File: config.mk
export PLATFORM = sky130hd
export DESIGN_NAME = io_port_and_mcu_control
export DESIGN_NICKNAME = d
export VERILOG_FILES = /design/src/verilog/io_port_pkg.sv /design/src/verilog/timed_window.sv /design/src/verilog/gpio_port.sv /design/src/verilog/io_port_and_mcu_control.sv
export SDC_FILE = /design/constraint.sdc
export NUM_CORES = 1
export LEC_CHECK = 0
export ABC_AREA = 1
export ABC_CLOCK_PERIOD_IN_PS = 1600
export BUFFER_PORTS_ARGS = -buffer_cell sky130_fd_sc_hd__buf_2
export CAP_MARGIN = 20
export CORE_ASPECT_RATIO = 0.5
export CORE_MARGIN = 1
export CORE_UTILIZATION = 35
export CTS_BUF_LIST = sky130_fd_sc_hd__clkbuf_8
export CTS_CLUSTER_SIZE = 20
export DETAILED_ROUTE_END_ITERATION = 12
export PLACE_DENSITY = 0.66
export SYNTH_ARGS = -nofsm -noshare
export SYNTH_HDL_FRONTEND = slang
export SYNTH_SLANG_ARGS = --single-unit
File: constraint.sdc
create_clock -name clk_sys -period 1.6 [get_ports clk_sys]
set_input_delay 0.16 -clock clk_sys [delete_from_list [all_inputs] [get_ports clk_sys]]
set_output_delay 0.16 -clock clk_sys [all_outputs]
set_load 0.05 [all_outputs]
File: src/verilog/io_port_pkg.sv
package io_port_pkg;

  // ****************************************
  // address map, data-space byte addresses
  // ****************************************
  localparam int ADDR_W = 16;
  localparam int DATA_W = 8;
  localparam logic [15:0] ADDR_FIRST_INPUT_PINS = 16'h0023;
  localparam logic [15:0] ADDR_FIRST_DIRECTION = 16'h0024;
  localparam logic [15:0] ADDR_FIRST_OUTPUT_DATA = 16'h0025;
  localparam logic [15:0] ADDR_SECOND_INPUT_PINS = 16'h0026;
  localparam logic [15:0] ADDR_SECOND_DIRECTION = 16'h0027;
  localparam logic [15:0] ADDR_SECOND_OUTPUT_DATA = 16'h0028;
  localparam logic [15:0] ADDR_CORE_CONTROL = 16'h0055;
  // short i/o instructions see data-space address minus this
  localparam logic [15:0] IO_SPACE_BASE = 16'h0020;
  localparam int IO_ADDR_W = 6;
  localparam logic [15:0] EXT_IO_START = 16'h0060;

  // ****************************************
  // port widths
  // ****************************************
  localparam int FIRST_PORT_W = 8;
  localparam int SECOND_PORT_W = 7;

  // ****************************************
  // core control fields and reset values
  // ****************************************
  localparam int CC_BROWNOUT_SLEEP_OFF = 6;
  localparam int CC_BROWNOUT_SLEEP_OFF_UNLOCK = 5;
  localparam int CC_GLOBAL_PULLUP_DISABLE = 4;
  localparam int CC_VECTOR_SELECT = 1;
  localparam int CC_VECTOR_CHANGE_ENABLE = 0;
  localparam logic [7:0] CORE_CONTROL_RESET = 8'h00;
  localparam logic [7:0] PORT_REG_RESET = 8'h00;

  // ****************************************
  // timing counts in clk_sys cycles
  // ****************************************
  localparam int VECTOR_CHANGE_WINDOW_CYC = 4;
  localparam int BROWNOUT_UNLOCK_WINDOW_CYC = 4;
  localparam int BROWNOUT_SLEEP_OFF_LIFE_CYC = 3;

  // ****************************************
  // vector change sequence states, gray from idle through armed to trail
  // ****************************************
  typedef enum logic [1:0] {
    VM_IDLE = 2'b00,
    VM_ARMED = 2'b01,
    VM_TRAIL = 2'b11
  } vector_mask_state_t;

endpackage

File: src/verilog/timed_window.sv
`timescale 1ns/100ps
module timed_window #(
  parameter int CYCLES = 4
) (
  input wire logic clk_sys, // system clock
  input wire logic rst_b, // synchronous reset, active low
  input wire logic start, // opens or restarts the window
  input wire logic stop, // closes the window early
  output logic open_ff, // window open, cycles 1..CYCLES after start
  output logic last // final open cycle
);
  localparam int CNT_W = $clog2(CYCLES + 1);
  localparam logic [CNT_W-1:0] CNT_LOAD = CNT_W'(CYCLES - 1);

  logic [CNT_W-1:0] cnt_ff;

  assign last = open_ff && (cnt_ff == '0);

  always_ff @(posedge clk_sys) begin
    if (!rst_b) begin
      open_ff <= 1'b0;
      cnt_ff <= '0;
    end else if (start) begin
      open_ff <= 1'b1;
      cnt_ff <= CNT_LOAD;
    end else if (stop || last) begin
      open_ff <= 1'b0;
      cnt_ff <= '0;
    end else if (open_ff) begin
      cnt_ff <= cnt_ff - CNT_W'(1);
    end
  end

endmodule

File: src/verilog/gpio_port.sv
`timescale 1ns/100ps
module gpio_port #(
  parameter int WIDTH = 8
) (
  input wire logic clk_sys, // system clock
  input wire logic rst_b, // synchronous reset, active low
  input wire logic pullup_disable, // global pull-up disable
  input wire logic wr_output_data, // write strobe, output data
  input wire logic wr_direction, // write strobe, direction
  input wire logic wr_input_pins, // write strobe, input pins (toggle)
  input wire logic [WIDTH-1:0] wdata, // write data
  input wire logic [WIDTH-1:0] pin_in, // pad levels
  output logic [WIDTH-1:0] pin_output_bit_ff, // output data register
  output logic [WIDTH-1:0] pin_direction_bit_ff, // direction, 1 = output
  output logic [WIDTH-1:0] pin_sample_ff, // sampled pad levels
  output logic [WIDTH-1:0] pullup_en_ff // pull-up enable per pad
);
  import io_port_pkg::*;

  always_ff @(posedge clk_sys) begin
    if (!rst_b) begin
      pin_output_bit_ff <= PORT_REG_RESET[WIDTH-1:0];
    end else if (wr_input_pins) begin
      // writing ones flips the output bit, zeros keep it
      pin_output_bit_ff <= pin_output_bit_ff ^ wdata;
    end else if (wr_output_data) begin
      pin_output_bit_ff <= wdata;
    end
  end

  always_ff @(posedge clk_sys) begin
    if (!rst_b) begin
      pin_direction_bit_ff <= PORT_REG_RESET[WIDTH-1:0];
    end else if (wr_direction) begin
      pin_direction_bit_ff <= wdata;
    end
  end

  always_ff @(posedge clk_sys) begin
    if (!rst_b) begin
      pin_sample_ff <= '0;
    end else begin
      pin_sample_ff <= pin_in;
    end
  end

  // pull-up only for inputs with output bit high, never when disabled
  always_ff @(posedge clk_sys) begin
    if (!rst_b) begin
      pullup_en_ff <= '0;
    end else begin
      pullup_en_ff <= ~pin_direction_bit_ff & pin_output_bit_ff
                      & {WIDTH{~pullup_disable}};
    end
  end

endmodule

File: src/verilog/io_port_and_mcu_control.sv
`timescale 1ns/100ps
// Operation
// - control register at data 0x55, i/o 0x35, resets to zero, fixed bit layout
// - brown-out sleep off needs both bits set, then bit alone within four cycles
// - brown-out sleep off becomes effective after three cycles, clears after three
// - detector switched off only when sleep runs while sleep-off bit active
// - global pull-up disable forces every port pull-up off
// - vector select zero puts vectors at flash start, one at boot section
// - vector select changes only within four cycles after change enable write
// - interrupts masked from change enable write until after instruction following select write, else four cycles
// - automatic masking leaves the global interrupt enable flag untouched
// - change enable clears after four cycles or when select is written
// - boot lock bits block interrupts from the section without the vectors
// - registers reachable at data offset and at offset minus 0x20 in i/o space
// - extended space from 0x60 reachable only by data-space accesses
// - direction register bits set each pin direction
// - writing an input pin register toggles outputs, reads return pad levels
// - second port has seven pins, bit 7 reads zero
// - first port output data is eight bits, read/write, resets to zero
module io_port_and_mcu_control #(
  parameter logic [14:0] BOOT_BASE_SIZE0 = 15'h3800, // boot start, fuse code 0
  parameter logic [14:0] BOOT_BASE_SIZE1 = 15'h3C00, // boot start, fuse code 1
  parameter logic [14:0] BOOT_BASE_SIZE2 = 15'h3E00, // boot start, fuse code 2
  parameter logic [14:0] BOOT_BASE_SIZE3 = 15'h3F00 // boot start, fuse code 3
) (
  input wire logic clk_sys, // system clock, 10 MHz
  input wire logic rst_b, // synchronous reset, active low
  input wire logic acc_io_space, // 1 = short i/o instruction addressing
  input wire logic [io_port_pkg::ADDR_W-1:0] acc_addr, // register address
  input wire logic acc_wr, // write strobe
  input wire logic acc_rd, // read strobe
  input wire logic [io_port_pkg::DATA_W-1:0] acc_wdata, // write data
  output logic [io_port_pkg::DATA_W-1:0] acc_rdata_ff, // read data
  input wire logic [io_port_pkg::FIRST_PORT_W-1:0] first_pin_in, // first port pads
  output logic [io_port_pkg::FIRST_PORT_W-1:0] first_pad_out_ff, // first port drive value
  output logic [io_port_pkg::FIRST_PORT_W-1:0] first_pad_oe_ff, // first port drive enable
  output logic [io_port_pkg::FIRST_PORT_W-1:0] first_pullup_ff, // first port pull-ups
  input wire logic [io_port_pkg::SECOND_PORT_W-1:0] second_pin_in, // second port pads
  output logic [io_port_pkg::SECOND_PORT_W-1:0] second_pad_out_ff, // second port value
  output logic [io_port_pkg::SECOND_PORT_W-1:0] second_pad_oe_ff, // second port enable
  output logic [io_port_pkg::SECOND_PORT_W-1:0] second_pullup_ff, // second port pull-ups
  input wire logic instr_retire, // pulse, an instruction completes
  input wire logic sleep_exec, // pulse, sleep instruction executes
  input wire logic wake_event, // pulse, wake-up from sleep
  output logic brownout_detector_off_ff, // detector off for this sleep
  input wire logic exec_in_boot, // code running from boot section
  input wire logic app_lock_bit, // application-side boot lock programmed
  input wire logic boot_lock_bit, // boot-side boot lock programmed
  input wire logic [1:0] boot_size_fuses, // boot size configuration
  output logic [14:0] vector_base_ff, // interrupt vector table base
  output logic irq_block_ff, // interrupts blocked
  output logic global_pullup_disable_ff // pull-up disable bit
);
  import io_port_pkg::*;

  // ****************************************
  // helper functions
  // ****************************************

  // short i/o addresses are offset into data space; extended space unreachable
  function automatic logic [ADDR_W-1:0] data_space_addr(
    input logic io_space,
    input logic [ADDR_W-1:0] addr
  );
    logic [ADDR_W-1:0] short_addr;
    short_addr = {{(ADDR_W - IO_ADDR_W){1'b0}}, addr[IO_ADDR_W-1:0]};
    if (io_space) begin
      data_space_addr = short_addr + IO_SPACE_BASE;
    end else begin
      data_space_addr = addr;
    end
  endfunction

  function automatic logic [14:0] boot_base(input logic [1:0] fuses);
    case (fuses)
      2'h0: boot_base = BOOT_BASE_SIZE0;
      2'h1: boot_base = BOOT_BASE_SIZE1;
      2'h2: boot_base = BOOT_BASE_SIZE2;
      default: boot_base = BOOT_BASE_SIZE3;
    endcase
  endfunction

  // ****************************************
  // address decode
  // ****************************************
  logic [ADDR_W-1:0] eff_addr;
  logic wr_first_pins;
  logic wr_first_dir;
  logic wr_first_out;
  logic wr_second_pins;
  logic wr_second_dir;
  logic wr_second_out;
  logic wr_control;

  assign eff_addr = data_space_addr(acc_io_space, acc_addr);

  always_comb begin
    wr_first_pins = 1'b0;
    wr_first_dir = 1'b0;
    wr_first_out = 1'b0;
    wr_second_pins = 1'b0;
    wr_second_dir = 1'b0;
    wr_second_out = 1'b0;
    wr_control = 1'b0;
    if (!acc_wr) begin
      wr_control = 1'b0;
    end else if (eff_addr == ADDR_FIRST_INPUT_PINS) begin
      wr_first_pins = 1'b1;
    end else if (eff_addr == ADDR_FIRST_DIRECTION) begin
      wr_first_dir = 1'b1;
    end else if (eff_addr == ADDR_FIRST_OUTPUT_DATA) begin
      wr_first_out = 1'b1;
    end else if (eff_addr == ADDR_SECOND_INPUT_PINS) begin
      wr_second_pins = 1'b1;
    end else if (eff_addr == ADDR_SECOND_DIRECTION) begin
      wr_second_dir = 1'b1;
    end else if (eff_addr == ADDR_SECOND_OUTPUT_DATA) begin
      wr_second_out = 1'b1;
    end else if (eff_addr == ADDR_CORE_CONTROL) begin
      wr_control = 1'b1;
    end
  end

  // ****************************************
  // ports
  // ****************************************
  logic [FIRST_PORT_W-1:0] first_sample;
  logic [SECOND_PORT_W-1:0] second_sample;

  gpio_port #(
    .WIDTH(FIRST_PORT_W)
  ) u_first_port (
    .clk_sys(clk_sys),
    .rst_b(rst_b),
    .pullup_disable(global_pullup_disable_ff),
    .wr_output_data(wr_first_out),
    .wr_direction(wr_first_dir),
    .wr_input_pins(wr_first_pins),
    .wdata(acc_wdata),
    .pin_in(first_pin_in),
    .pin_output_bit_ff(first_pad_out_ff),
    .pin_direction_bit_ff(first_pad_oe_ff),
    .pin_sample_ff(first_sample),
    .pullup_en_ff(first_pullup_ff)
  );

  // only seven bits are built; bit 7 of a write is dropped
  gpio_port #(
    .WIDTH(SECOND_PORT_W)
  ) u_second_port (
    .clk_sys(clk_sys),
    .rst_b(rst_b),
    .pullup_disable(global_pullup_disable_ff),
    .wr_output_data(wr_second_out),
    .wr_direction(wr_second_dir),
    .wr_input_pins(wr_second_pins),
    .wdata(acc_wdata[SECOND_PORT_W-1:0]),
    .pin_in(second_pin_in),
    .pin_output_bit_ff(second_pad_out_ff),
    .pin_direction_bit_ff(second_pad_oe_ff),
    .pin_sample_ff(second_sample),
    .pullup_en_ff(second_pullup_ff)
  );

  // ****************************************
  // pull-up disable
  // ****************************************
  always_ff @(posedge clk_sys) begin
    if (!rst_b) begin
      global_pullup_disable_ff <= CORE_CONTROL_RESET[CC_GLOBAL_PULLUP_DISABLE];
    end else if (wr_control) begin
      global_pullup_disable_ff <= acc_wdata[CC_GLOBAL_PULLUP_DISABLE];
    end
  end

  // ****************************************
  // interrupt vector placement
  // ****************************************
  logic vec_arm;
  logic vec_select_wr;
  logic vec_change_open;
  logic vec_change_last;
  logic vector_select_ff;

  assign vec_arm = wr_control && acc_wdata[CC_VECTOR_CHANGE_ENABLE];
  // a select write with change enable low is honoured only inside the window
  assign vec_select_wr = wr_control && !acc_wdata[CC_VECTOR_CHANGE_ENABLE]
                         && vec_change_open;

  timed_window #(
    .CYCLES(VECTOR_CHANGE_WINDOW_CYC)
  ) u_vec_window (
    .clk_sys(clk_sys),
    .rst_b(rst_b),
    .start(vec_arm),
    .stop(vec_select_wr),
    .open_ff(vec_change_open),
    .last(vec_change_last)
  );

  always_ff @(posedge clk_sys) begin
    if (!rst_b) begin
      vector_select_ff <= CORE_CONTROL_RESET[CC_VECTOR_SELECT];
    end else if (vec_select_wr) begin
      vector_select_ff <= acc_wdata[CC_VECTOR_SELECT];
    end
  end

  always_ff @(posedge clk_sys) begin
    if (!rst_b) begin
      vector_base_ff <= '0;
    end else if (vector_select_ff) begin
      vector_base_ff <= boot_base(boot_size_fuses);
    end else begin
      vector_base_ff <= '0;
    end
  end

  // ****************************************
  // interrupt masking during the vector change
  // ****************************************
  vector_mask_state_t vm_state_ff;
  vector_mask_state_t nxt_vm_state;
  logic lock_block;

  always_comb begin
    nxt_vm_state = vm_state_ff;
    case (vm_state_ff)
      VM_IDLE: begin
        if (vec_arm) begin
          nxt_vm_state = VM_ARMED;
        end
      end
      VM_ARMED: begin
        if (vec_select_wr) begin
          nxt_vm_state = VM_TRAIL;
        end else if (vec_arm) begin
          nxt_vm_state = VM_ARMED;
        end else if (vec_change_last || !vec_change_open) begin
          nxt_vm_state = VM_IDLE;
        end
      end
      VM_TRAIL: begin
        // hold until the instruction after the select write completes
        if (vec_arm) begin
          nxt_vm_state = VM_ARMED;
        end else if (instr_retire) begin
          nxt_vm_state = VM_IDLE;
        end
      end
      default: nxt_vm_state = VM_IDLE;
    endcase
  end

  always_ff @(posedge clk_sys) begin
    if (!rst_b) begin
      vm_state_ff <= VM_IDLE;
    end else begin
      vm_state_ff <= nxt_vm_state;
    end
  end

  assign lock_block = (vector_select_ff && app_lock_bit && !exec_in_boot)
                      || (!vector_select_ff && boot_lock_bit && exec_in_boot);

  // separate block line; the core's global enable flag is never written here
  always_ff @(posedge clk_sys) begin
    if (!rst_b) begin
      irq_block_ff <= 1'b0;
    end else begin
      irq_block_ff <= (nxt_vm_state != VM_IDLE) || lock_block;
    end
  end

  // ****************************************
  // brown-out detector off during sleep
  // ****************************************
  logic bod_unlock_arm;
  logic bod_set;
  logic bod_unlock_open;
  logic bod_sleep_off_open;
  logic bod_sleep_off_active;

  assign bod_unlock_arm = wr_control && acc_wdata[CC_BROWNOUT_SLEEP_OFF]
                          && acc_wdata[CC_BROWNOUT_SLEEP_OFF_UNLOCK];
  assign bod_set = wr_control && acc_wdata[CC_BROWNOUT_SLEEP_OFF]
                   && !acc_wdata[CC_BROWNOUT_SLEEP_OFF_UNLOCK]
                   && bod_unlock_open;

  timed_window #(
    .CYCLES(BROWNOUT_UNLOCK_WINDOW_CYC)
  ) u_bod_unlock (
    .clk_sys(clk_sys),
    .rst_b(rst_b),
    .start(bod_unlock_arm),
    .stop(bod_set),
    .open_ff(bod_unlock_open),
    .last()
  );

  // bit reads one for three cycles; effective only in its third
  timed_window #(
    .CYCLES(BROWNOUT_SLEEP_OFF_LIFE_CYC)
  ) u_bod_life (
    .clk_sys(clk_sys),
    .rst_b(rst_b),
    .start(bod_set),
    .stop(1'b0),
    .open_ff(bod_sleep_off_open),
    .last(bod_sleep_off_active)
  );

  always_ff @(posedge clk_sys) begin
    if (!rst_b) begin
      brownout_detector_off_ff <= 1'b0;
    end else if (sleep_exec && bod_sleep_off_active) begin
      brownout_detector_off_ff <= 1'b1;
    end else if (wake_event) begin
      brownout_detector_off_ff <= 1'b0;
    end
  end

  // ****************************************
  // read path, one cycle latency, unmapped reads zero
  // ****************************************
  always_ff @(posedge clk_sys) begin
    if (!rst_b) begin
      acc_rdata_ff <= '0;
    end else if (!acc_rd) begin
      acc_rdata_ff <= acc_rdata_ff;
    end else if (eff_addr == ADDR_FIRST_INPUT_PINS) begin
      acc_rdata_ff <= first_sample;
    end else if (eff_addr == ADDR_FIRST_DIRECTION) begin
      acc_rdata_ff <= first_pad_oe_ff;
    end else if (eff_addr == ADDR_FIRST_OUTPUT_DATA) begin
      acc_rdata_ff <= first_pad_out_ff;
    end else if (eff_addr == ADDR_SECOND_INPUT_PINS) begin
      acc_rdata_ff <= {1'b0, second_sample};
    end else if (eff_addr == ADDR_SECOND_DIRECTION) begin
      acc_rdata_ff <= {1'b0, second_pad_oe_ff};
    end else if (eff_addr == ADDR_SECOND_OUTPUT_DATA) begin
      acc_rdata_ff <= {1'b0, second_pad_out_ff};
    end else if (eff_addr == ADDR_CORE_CONTROL) begin
      acc_rdata_ff <= {1'b0, bod_sleep_off_open, bod_unlock_open,
                       global_pullup_disable_ff, 2'b00,
                       vector_select_ff, vec_change_open};
    end else begin
      acc_rdata_ff <= '0;
    end
  end

endmodule

Word level (Yosys, flattened, before mapping)
Index checks and enable logic that the tools add are counted.
{"block": "op_classes", "shift": 0, "n_lt_le_gt_ge": 0, "reduce_logical": 44, "n_div": 0, "n_eq_ne": 11, "mul": 0, "mux": 72, "bitwise_logic": 10, "addsub": 4}
{"cell": "$eq A16 B6 Y1 const B", "n": 6}
{"cell": "$mux W1", "n": 43}
{"cell": "$mux W7", "n": 6}
{"cell": "$mux W8", "n": 5}
{"cell": "$pmux W11 S3", "n": 1}
{"cell": "$mux W2", "n": 15}
{"cell": "$and A8 B8 Y8", "n": 2}
{"cell": "$eq A16 B7 Y1 const B", "n": 1}
{"cell": "$mux W16", "n": 1}
{"cell": "$logic_and A1 B1 Y1", "n": 15}
{"cell": "$and A7 B7 Y7", "n": 2}
{"cell": "$reduce_bool A2 Y1", "n": 7}
{"cell": "$reduce_bool A3 Y1", "n": 3}
{"cell": "$reduce_or A3 Y1", "n": 3}
{"cell": "$not A8 Y8", "n": 1}
{"cell": "$xor A8 B8 Y8", "n": 1}
{"cell": "$add A6 B6 Y7 const B", "n": 1}
{"cell": "$not A7 Y7", "n": 1}
{"cell": "$xor A7 B7 Y7", "n": 1}
{"cell": "$logic_not A2 Y1", "n": 3}
{"cell": "$logic_not A3 Y1", "n": 2}
{"cell": "$pmux W2 S3", "n": 1}
{"cell": "$sub A3 B1 Y3 const B", "n": 2}
{"cell": "$logic_not A1 Y1", "n": 5}
{"cell": "6 further kinds", "n": 13}
{"block": "totals", "mem_bits_rw": 0, "rom_bits": 0, "latchBits": 0, "reg_bits": 100, "out_inout_bits": 71, "memories": 0}

Depth between registers and ports, before layout
Gate-level depths: netlist of run 1.
{"block": "depth", "word_depth": 17, "ltp_mapped": 13}

Cells and area by module
From an unflattened synthesis of run 1, not the netlist that was laid out.
{"block": "unflattened", "hier_cells": 579, "area_unflattened_um2": 4251.6}
{"mod": "io_port_and_mcu_control", "cells_per_inst": 240, "instances": 1, "area_per_inst_um2": 1477.7}
{"mod": "gpio_port at u_first_port", "cells_per_inst": 131, "instances": 1, "area_per_inst_um2": 1152.4}
{"mod": "gpio_port at u_second_port", "cells_per_inst": 115, "instances": 1, "area_per_inst_um2": 997.2}
{"mod": "timed_window at u_bod_unlock ...", "cells_per_inst": 34, "instances": 2, "area_per_inst_um2": 226.5}
{"mod": "timed_window at u_bod_life", "cells_per_inst": 25, "instances": 1, "area_per_inst_um2": 171.4}

Worst setup path before layout of run 1
Ideal clock, no wire load.
{"block": "synth_timing", "kind": "input to register", "startpoint": "input acc_addr[14] (netlist bit)", "endpoint": "register u_second_port.pin_direction_bit_ff[0]", "required_time_ns": 1.468, "path_buffers": 1, "t_arrival_ns": 1.271, "setup_time_ns": 0.132, "path_stages": 9, "path_slack_ns": 0.197, "cell_sequence": "nor2_1 > nand2_1 > o21ai_2 > buf_4 > nand2_1 > nor2_2 > nand2_1 > nand2_1 > a21oi_1"}
{"block": "synth_between", "elab_chain_len": 8, "elab_cells_between_ends": 12}
{"item": "from (decl)", "line_no": "io_port_and_mcu_control.sv:29", "rtl": "input wire logic [io_port_pkg::ADDR_W-1:0] acc_addr,"}
{"item": "$mux W16 *", "line_no": "io_port_and_mcu_control.sv:67", "rtl": "if (io_space) begin"}
{"item": "$eq A16 B6 Y1", "line_no": "io_port_and_mcu_control.sv:115", "rtl": "end else if (eff_addr == ADDR_SECOND_DIRECTION) begin"}
{"item": "$mux W1", "line_no": "io_port_and_mcu_control.sv:115"}
{"item": "$mux W1", "line_no": "io_port_and_mcu_control.sv:113", "rtl": "end else if (eff_addr == ADDR_SECOND_INPUT_PINS) begin"}
{"item": "$mux W1", "line_no": "io_port_and_mcu_control.sv:111", "rtl": "end else if (eff_addr == ADDR_FIRST_OUTPUT_DATA) begin"}
{"item": "$mux W1", "line_no": "io_port_and_mcu_control.sv:109", "rtl": "end else if (eff_addr == ADDR_FIRST_DIRECTION) begin"}
{"item": "$mux W1 *", "line_no": "io_port_and_mcu_control.sv:107", "rtl": "end else if (eff_addr == ADDR_FIRST_INPUT_PINS) begin"}
{"item": "$mux W1 *", "line_no": "io_port_and_mcu_control.sv:105", "rtl": "if (!acc_wr) begin"}
{"item": "to (signal assigned)", "line_no": "gpio_port.sv:33", "rtl": "pin_direction_bit_ff <= PORT_REG_RESET[WIDTH-1:0];"}
{"item": "to (signal assigned)", "line_no": "gpio_port.sv:35", "rtl": "pin_direction_bit_ff <= wdata;"}
{"item": "to (decl)", "line_no": "gpio_port.sv:14", "rtl": "output logic [WIDTH-1:0] pin_direction_bit_ff,"}
Every way passes the cells marked *; elsewhere a longest branch is shown, timed or not.
A chain may end at the register's enable or synchronous reset.

Worst setup path in the final report of run 1
{"block": "layout_timing", "startpoint": "register u_vec_window.cnt_ff[0]", "endpoint": "register u_vec_window.cnt_ff[0]"}
{"block": "layout_between", "elab_chain_len": 5, "elab_cells_between_ends": 8}
{"item": "from (decl)", "line_no": "timed_window.sv:15", "rtl": "logic [CNT_W-1:0] cnt_ff;"}
{"item": "from (signal assigned)", "line_no": "timed_window.sv:30", "rtl": "cnt_ff <= cnt_ff - CNT_W'(1);"}
{"item": "branches (longest 5 deep; another with $sub A3 B1 Y3)"}
Parallel ways; which one is timed is not known. The select of a mux whose other input is x is not followed.

==> run_results.csv, run 1 <==
group,metric,value,unit
logic_synthesis,syn_inst,586,
clocking,cts_tree,"yes",
detailed_routing,drt_iter0_markers,221,
floorplan,start_util,37.09,%
placed_design,io_buffers,113,
timing,fmax,688.8,MHz
power,power,4.106,mW
timing,layout_min_cycle_time,1452,ps
placed_design,place_congestion,0.8718,
floorplan,io-pin-count,123,
logic_synthesis,synth_xor_area_share,1.252,%
worst_setup_path,cp-start-kind,"flip-flop",
status,status,"completed",
worst_setup_path,path_class,"flip-flop to flip-flop",
worst_setup_path,r2r_setup_slack,150,ps
detailed_routing,antenna_left,0,
power,power_leakage,2.620,nW
timing,rsz0062_at_grt,"false",
worst_setup_path,crit_required,1880,ps
clocking,insertion_delay,370,ps
detailed_routing,wirelength,11600,µm
global_routing,grt_overflow,0,
clocking,numCtsBuffers,9,
logic_synthesis,synth_edf_count,0,
hold_path,whs_path_depth,3,
floorplan,die_h,79.44,µm
job,cap_viol_max_count,0,
hold_path,hp-class,"input port to flip-flop",
clocking,cts_max_path_buffers,2,
logic_synthesis,synth_mux_area_share,0,%
timing,clock-skew-final,8.830,ps
logic_synthesis,synth-compound-area-share,10.88,%
global_routing,grt_max_degree,29,
worst_setup_path,cp_max_fo,4,
logic_synthesis,synth_top_family_by_area,"simple AND/OR/NAND/NOR gates",
detailed_routing,vias_per_cell,4.619,
logic_synthesis,ys_seq_area_share,42.44,%
clocking,clock-sinks,89,
detailed_routing,wire_per_inst,12.86,µm
final_layout,diodes,0,
timing,setup_viol,0,
hold_path,hold_path_end,"u_second_port.pin_sample_ff[1]",
worst_setup_path,end_kind,"flip-flop",
floorplan,die-area,0.01246,mm²
worst_setup_path,rr_endpoint,"u_vec_window.cnt_ff[0]",
clocking,clk_pin_slew_worst_paths,80,ps
timing,hold_violations,0,
power,p_per_area,756.6,mW/mm²
timing,tns,0,ps
logic_synthesis,synthAdderAreaFrac,1.490,%
timing,slew_headroom,65.39,%
logic_synthesis,async_flop_share,0,%
logic_synthesis,synth.distinct_cells,38,
logic_synthesis,ys_ff_latch,89,
global_routing,antenna_found_initial,0,
hold_path,hold_start,"second_pin_in[1]",
final_layout,layout.nets,796,
final_layout,syn_to_final_growth,29.27,%
clocking,cts_root_buf,"clkbuf_8",
worst_setup_path,reg2reg_from,"u_vec_window.cnt_ff[0]",
placed_design,placed_cells,873,
global_routing,grt_pass1_wl,18930,µm
worst_setup_path,slowest_delay,330,ps
worst_setup_path,crit_arrival,1730,ps
power,vdd_drop_max,470.3,µV
floorplan,die_x,156.9,µm
worst_setup_path,cp_cell_sequence,"inv_1, ha_1, ha_1, nor2_2, inv_1, o21ai_0, nand3_1, o31ai_1",
timing,min_period_over_period,90.74,%
clocking,h-tree-depth,3,
logic_synthesis,syn_area,0.004198,mm²
floorplan,fp-row-count,27,
detailed_routing,via_count,4166,
timing,slew_viol_final,0,
floorplan,core_area,0.01132,mm²
logic_synthesis,synth_flop_cell,"dfxtp_1",
global_routing,grt_pass1_vias,3862,
final_layout,stdcell_count,902,
final_layout,drive_gt1_share,27.05,%
global_routing,grt_util_all_layers,19.70,%
detailed_routing,dr.pass1.iters,5,
logic_synthesis,yosys.area_share.simple,31.18,%
worst_setup_path,crit_slowest_cell,"dfxtp_1",
detailed_routing,drc,0,
placed_design,hpwl,8921,µm
worst_setup_path,worst-r2r-cell-count,8,
logic_synthesis,post_synth.cell_area_avg,7.163,µm²
logic_synthesis,yosys_warnings,0,
timing,tightest_slew,515.8,ps
-- critical path: cells and delay by family, from the launching register on --
kind / cells / cell delay, ps
simple gates: 2 / 250
compound gates: 2 / 220
buf+inv: 2 / 160
flops: 1 / 330
fa+ha+maj: 2 / 410
-- routing by layer --
layer	track usage [%]	share of wire [%]
met5	0	0
met4	5.784	1.0
met3	4.940	6.5
met2	30.93	43
met1	26.63	49
-- repair_timing --
item,4_1_cts,5_1_grt
hold endpoints to repair,14,0
setup endpoints to repair,0,3
buffers inserted,0,0
hold buffers,14,0
gates resized for setup,0,1
-- layout by cell type (no fill, tap or decap), types with 2 or more instances in the layout --
| cell | instances |
|---|---|
| inv_2 | 7 |
| buf_12 | 3 |
| nor3_2 | 5 |
| nand2_1 | 115 |
| nand4_1 | 8 |
| conb_1 | 9 |
| nand2_2 | 9 |
| ha_1 | 5 |
| dfxtp_1 | 89 |
| nor2_1 | 58 |
| o211ai_1 | 2 |
| nor2_2 | 6 |
| nand3_1 | 42 |
| nand3_2 | 4 |
| o21ai_1 | 12 |
| o22ai_1 | 2 |
| nor3_1 | 22 |
| a21oi_1 | 39 |
| xor2_1 | 6 |
| clkbuf_8 | 9 |
| inv_6 | 2 |
| o21ai_0 | 22 |
| nor2_4 | 2 |
| buf_2 | 113 |
| dlygate4sd3_1 | 14 |
| nand3_4 | 2 |
| nor3_4 | 2 |
| inv_1 | 90 |
| buf_4 | 31 |
-- Yosys cell counts (2+ instances only) --
library cell,count,area (µm²)
nand2_2,9,56.30
buf_6,2,22.52
inv_2,7,26.28
nand3_4,2,35.03
nand2_1,115,431.7
nor3_1,22,110.1
o21ai_1,12,60.06
xor2_1,6,52.55
a21oi_1,39,195.2
nor2_1,59,221.5
clkbuf_1,8,30.03
buf_2,2,10.01
ha_1,5,62.56
o21ai_0,22,110.1
nor3_4,2,32.53
buf_4,13,97.59
dfxtp_1,89,1782
o211ai_1,2,15.01
nor3_2,5,50.05
o22ai_1,2,12.51
inv_1,89,334.1
nor2_4,2,22.52
nand4_1,8,50.05
nand3_2,4,40.04
nor2_2,5,31.28
nand3_1,42,210.2
buf_1,2,7.510
-- final cells by class --
class / instances / area, µm²
repair buffers: 161 / 998.5
fillers: 1139 / 5891
inverters: 97 / 364.1
flip-flops and latches: 89 / 1782
clock inverters: 6 / 42.54
well taps: 159 / 198.9
clock buffers: 9 / 123.9
multi-input cells: 381 / 1917
-- power breakdown --
group          internal, mW  switching [mW]  total [mW]  leakage [nW]
clock network         0.561           0.830        1.39        0.0873
logic                 0.152           0.304       0.456          1.81
registers              2.25          0.0130        2.26         0.722
total                  2.96            1.15        4.11          2.62
-- logic make-up after synthesis --
family | Yosys count
and+or+nand+nor | 277
buffers and inverters | 124
DFF | 89
AOI/OAI and AO/OA | 84
xor gates and xnor gates | 6
adders and majority gates | 5
other | 1
-- flip-flops by register name (all words and copies together), names as in the netlist, 2 cells and up --
signal,cells
u_first_port.pullup_en_ff,8
u_second_port.pin_output_bit_ff,7
u_second_port.pullup_en_ff,7
u_second_port.pin_sample_ff,7
u_vec_window.cnt_ff,3
u_first_port.pin_output_bit_ff,8
u_first_port.pin_sample_ff,8
vector_base_ff,4
acc_rdata_ff,8
u_second_port.pin_direction_bit_ff,7
u_bod_unlock.cnt_ff,3
u_first_port.pin_direction_bit_ff,8
vm_state_ff,2
u_bod_life.cnt_ff,2
-- stage by stage --
stage               util (%)  area, µm²  hold WS, ps  setup WS (ps)
CTS                    47.93       5424        2.875          108.8
global placement       45.22       5117        344.6          14.13
finish                 47.95       5426        12.29          148.2
global route           47.95       5426        9.816          9.699
floorplan                  -       4228        257.6          196.7
detailed placement     45.22       5117        343.4         -25.32
-- worst max-delay path by stage --
stage          depth (start not counted)              startpoint                               endpoint
3_3_place_gp                          10            acc_addr[14]     u_second_port.pin_output_bit_ff[0]
5_1_grt                               10  u_vec_window.cnt_ff[0]                           irq_block_ff
4_1_cts                                8  u_vec_window.cnt_ff[0]                 u_vec_window.cnt_ff[0]
2_1_floorplan                          9            acc_addr[14]  u_second_port.pin_direction_bit_ff[0]
3_5_place_dp                          10            acc_addr[14]     u_second_port.pin_output_bit_ff[0]
6_report                               8  u_vec_window.cnt_ff[0]                 u_vec_window.cnt_ff[0]
No activity file was read; power rests on OpenSTA's default activity.
==> run 2, diff against run 1 <==
==> constraint.sdc (replaced) <==
create_clock -name clk_sys -period 1.6 [get_ports clk_sys]
set_input_delay 0.4 -clock clk_sys [delete_from_list [all_inputs] [get_ports clk_sys]]
set_output_delay 0.4 -clock clk_sys [all_outputs]
set_load 0.05 [all_outputs]
==> run_results.csv, run 2 (synthesized netlist as in run 1, its figures left out) <==
group,metric,value,unit
worst_setup_path,cp_cell_sequence,"buf_2",
timing,setup_viol,0,
worst_setup_path,worstSetupStartpoint,"u_first_port.pin_output_bit_ff[1]",
timing,hold_violations,0,
clocking,cts_setup_buffers,0,
detailed_routing,wirelength,11950,µm
timing,layout_min_cycle_time,1524,ps
floorplan,die_x,156.9,µm
final_layout,layout.nets,796,
worst_setup_path,crit_arrival,1120,ps
detailed_routing,drt_iter0_markers,259,
final_layout,multi_input_comb_area,0.001998,mm²
worst_setup_path,reg2reg_from,"u_vec_window.cnt_ff[0]",
final_layout,final_cell_mix,"114 x nand2_1, 113 x buf_2, 89 x dfxtp_1",
hold_path,hp-class,"input port to flip-flop",
placed_design,place_congestion,0.8644,
timing,slew_viol_final,0,
global_routing,grtUsageMet3,5.049,%
timing,slew_headroom,60.81,%
final_layout,nFillCells,1131,
global_routing,grt_pass1_vias,3850,
placed_design,io_buffers,113,
final_layout,seqCellArea,0.001782,mm²
timing,tns,0,ps
global_routing,grt_overflow,0,
status,status,"completed",
clocking,cts_root_buf,"clkbuf_8",
timing,clock-skew-final,7.666,ps
final_layout,diodes,0,
worst_setup_path,path_class,"flip-flop to output pin",
clocking,insertion_delay,370,ps
power,power_leakage,2.662,nW
global_routing,grt_use_met2,31.47,%
worst_setup_path,cp_max_fo,4,
power,p_per_area,788.7,mW/mm²
detailed_routing,drc,0,
worst_setup_path,crit_buf_inv,1,
placed_design,hpwl,9321,µm
job,cap_viol_max_count,0,
detailed_routing,antenna_left,0,
floorplan,io-pin-count,123,
global_routing,antenna_found_initial,0,
floorplan,fp-row-count,27,
power,vdd_drop_max,334.9,µV
clocking,numCtsBuffers,9,
global_routing,use_met1,27.24,%
worst_setup_path,crit_required,1200,ps
worst_setup_path,r2r_setup_slack,170,ps
worst_setup_path,cp_top_family,"flip-flops",
timing,rsz0062_at_grt,"true",
floorplan,die_h,79.44,µm
detailed_routing,via_count,4175,
floorplan,die-area,0.01246,mm²
final_layout,final_common_cell,"nand2_1",
worst_setup_path,slowest_delay,440,ps
timing,fmax,656.2,MHz
clocking,h-tree-depth,3,
timing,tightest_slew,583.9,ps
detailed_routing,vias_per_cell,4.623,
clocking,clock-sinks,89,
clocking,cts_tree,"yes",
timing,min_period_over_period,95.24,%
worst_setup_path,end_kind,"output pin",
detailed_routing,dr.pass1.iters,5,
worst_setup_path,cp-start-kind,"flip-flop",
global_routing,grt_util_all_layers,20.31,%
floorplan,core_area,0.01132,mm²
detailed_routing,wire_per_inst,13.23,µm
final_layout,syn_to_final_growth,31.30,%
timing,fin_hold_ws,207.2,ps
clocking,clk_pin_slew_worst_paths,90,ps
floorplan,start_util,37.09,%
final_layout,drive_gt1_share,30.11,%
worst_setup_path,crit_slowest_cell,"dfxtp_1",
global_routing,grt_pass1_wl,19180,µm
global_routing,grt_max_degree,24,
clocking,cts_max_path_buffers,2,
global_routing,grt.busiest_layer,"met2",
hold_path,hold_start,"first_pin_in[1]",
## run 2: changes by cell type in the layout (fill, tap and decap cells not counted), sizes merged
cell	change
buf	+14
bufinv	+1
clkbuf	+1
dlygate4sd3	-14
inv	-1
## run 2: worst paths after layout
| kind | to | cells after the start |
|---|---|---|
| setup / recovery | first_pad_out_ff[1] | 1 |
| hold / removal | u_first_port.pin_sample_ff[1] | 3 |
| setup reg to reg | u_vec_window.cnt_ff[0] | 8 |
| hold reg to reg | u_first_port.pullup_en_ff[2] | 1 |
## run 2: final cells by class
type,count,area share (%)
clock buffers,10,2.497
repair buffers,161,17.48
inverters,97,6.652
multi-input cells,381,36.25
clock inverters,6,1.180
well taps,159,3.610
flip-flops and latches,89,32.33
## run 2: stage by stage
stage / utilization [%] / area, µm² / setup slack, ps / instances / total power, mW
detailed placement: 46.64 / 5279 / -290.2 / 887 / 2.776
finish: 48.70 / 5512 / 76.10 / 903 / 4.347
floorplan: - / 4288 / -7.395 / 594 / 2.601
global route: 48.70 / 5512 / -11.50 / 903 / 4.532
CTS: 48.44 / 5482 / 45.54 / 903 / 4.378
global placement: 46.64 / 5279 / -270.6 / 887 / 2.771
## run 2: worst reg2reg max path: cells and delay by family, from the launching register on
family	cells	cell delay, ps
adders and majority gates	2	400
DFF	1	350
and+or+nand+nor	2	220
AOI/OAI and AO/OA	2	220
buffers and inverters	2	160
## run 2: repair_timing
action                                 in CTS  in global routing
setup endpoints to repair                   0                 11
gates resized for setup                     0                  6
endpoints found under the hold margin       0                  0
hold buffers                                0                  0
## run 2: where the power goes
part / leakage [nW] / internal (mW) / switching, mW
combinational: 1.84 / 0.151 / 0.320
clock: 0.103 / 0.770 / 0.847
sequential: 0.722 / 2.25 / 0.0129
## run 2: layer usage
metal,wire length [µm],share of wire [%]
met1,5728,48
met2,5135,43
met3,856,7.2
met4,225,1.9
met5,0,0
==> run 3, diff against run 2 <==
- BUFFER_PORTS_ARGS: -buffer_cell sky130_fd_sc_hd__buf_2 -> -buffer_cell sky130_fd_sc_hd__buf_4
==> run_results.csv, run 3 (synthesized netlist as in run 1, its figures left out) <==
group,metric,value,unit
placed_design,place_congestion,0.8577,
floorplan,fp-row-count,27,
global_routing,grtUsageMet3,4.126,%
worst_setup_path,cp-start-kind,"input port",
floorplan,die-area,0.01246,mm²
final_layout,drive_gt1_share,30.07,%
clocking,clock-sinks,89,
global_routing,use_met1,27.24,%
worst_setup_path,slowest_delay,210,ps
worst_setup_path,cp_max_fo,4,
floorplan,io-pin-count,123,
detailed_routing,vias_per_cell,4.637,
detailed_routing,wire_per_inst,13.07,µm
worst_setup_path,crit_arrival,1790,ps
timing,hold_violations,0,
power,power_leakage,2.697,nW
global_routing,grt_pass1_wl,18990,µm
worst_setup_path,timing.critical_path.mode_cell,"nand2_1",
final_layout,final_common_cell,"buf_4",
power,vdd_drop_max,305.3,µV
global_routing,grt_max_degree,26,
global_routing,grt_use_met2,31.11,%
clocking,numCtsBuffers,9,
clocking,h-tree-depth,3,
global_routing,grt_pass1_vias,3847,
timing,setup_viol,0,
detailed_routing,antenna_left,0,
detailed_routing,dr.pass1.iters,5,
global_routing,grt_util_all_layers,19.80,%
final_layout,final_cell_mix,"160 x buf_4, 114 x nand2_1, 90 x inv_1",
power,power,4.139,mW
timing,setup_slack,107.6,ps
worst_setup_path,crit_required,1900,ps
clocking,insertion_delay,360,ps
detailed_routing,via_count,4192,
worst_setup_path,cp_cell_sequence,"buf_4, inv_4, nand2_2, nand3_4, buf_12, nor3_4, buf_4, nand3_1, nand3_1, nand2_1, nand2_1, nand2_1, a21oi_2",
final_layout,diodes,0,
final_layout,layout.nets,799,
global_routing,grt_overflow,0,
placed_design,io_buffers,113,
worst_setup_path,end_kind,"flip-flop",
global_routing,antenna_found_initial,0,
timing,slew_viol_final,0,
final_layout,post-route-util,51.11,%
worst_setup_path,crit_slowest_cell,"nor3_4",
clocking,clk_pin_slew_worst_paths,90,ps
clocking,cts_tree,"yes",
timing,layout_min_cycle_time,1492,ps
floorplan,core_area,0.01132,mm²
worst_setup_path,r2r_setup_slack,230,ps
floorplan,die_x,156.9,µm
hold_path,hp-class,"input port to flip-flop",
status,status,"completed",
detailed_routing,wirelength,11810,µm
clocking,cts_root_buf,"clkbuf_8",
placed_design,dp_slack,-290.5,ps
timing,fin_hold_ws,214.0,ps
detailed_routing,drt_iter0_markers,288,
timing,rsz0062_at_grt,"true",
floorplan,start_util,37.09,%
worst_setup_path,path_class,"input port to flip-flop",
timing,min_period_over_period,93.28,%
timing,clock-skew-final,9.081,ps
detailed_routing,drc,0,
floorplan,die_h,79.44,µm
timing,fmax,670.1,MHz
placed_design,hpwl,9209,µm
clocking,cts_max_path_buffers,2,
final_layout,syn_to_final_growth,37.79,%
global_routing,grt.busiest_layer,"met2",
job,cap_viol_max_count,0,
power,p_per_area,715.6,mW/mm²
run 3: layout make-up:
cell class,count,area (µm²)
Clock inverter,4,23.77
Fill cell,1131,5533
Multi-Input combinational cell,381,2003
Timing Repair Buffer,164,1272
Sequential cell,89,1782
Clock buffer,10,137.6
Tap cell,159,198.9
Inverter,97,366.6
run 3: metrics by stage:
step                      TNS [ps]  instance area (µm²)  cells
after floorplan             -7.395                 4288    594
after global placement       -9042                 5584    890
after detailed placement    -10760                 5584    890
after CTS                        0                 5746    904
after global routing        -11.15                 5784    904
final                            0                 5784    904
run 3: timing repair:
item / CTS / global route
hold buffers: 0 / 0
setup buffers: 0 / 0
setup endpoints to repair: 0 / 15
endpoints found under the hold margin: 0 / 0
gates resized for setup: 0 / 12
run 3: worst paths after layout:
kind,start,end,depth (start not counted)
setup / recovery,acc_io_space,acc_rdata_ff[3],13
hold / removal,second_pin_in[3],u_second_port.pin_sample_ff[3],3
setup reg to reg,u_vec_window.cnt_ff[0],u_vec_window.cnt_ff[1],8
hold reg to reg,u_first_port.pin_direction_bit_ff[2],u_first_port.pullup_en_ff[2],1
run 3: layer usage:
| layer | wire length (µm) | up-vias |
|---|---|---|
| met4 | 147 | 0 |
| li1 | - | 2148 |
| met5 | 0 | - |
| met1 | 5648 | 1891 |
| met2 | 5230 | 138 |
| met3 | 786 | 15 |
run 3: power breakdown:
group          leakage [nW]  switching, mW  internal [mW]
clock                0.0868          0.776          0.582
sequential            0.722         0.0139           2.25
combinational          1.89          0.320          0.201
run 3: critical path: cells and delay by family:
family | cells | cell delay [ps]
AO/OA/AOI/OAI | 1 | 120
buffers and inverters | 4 | 480
AND/OR/NAND/NOR | 8 | 790
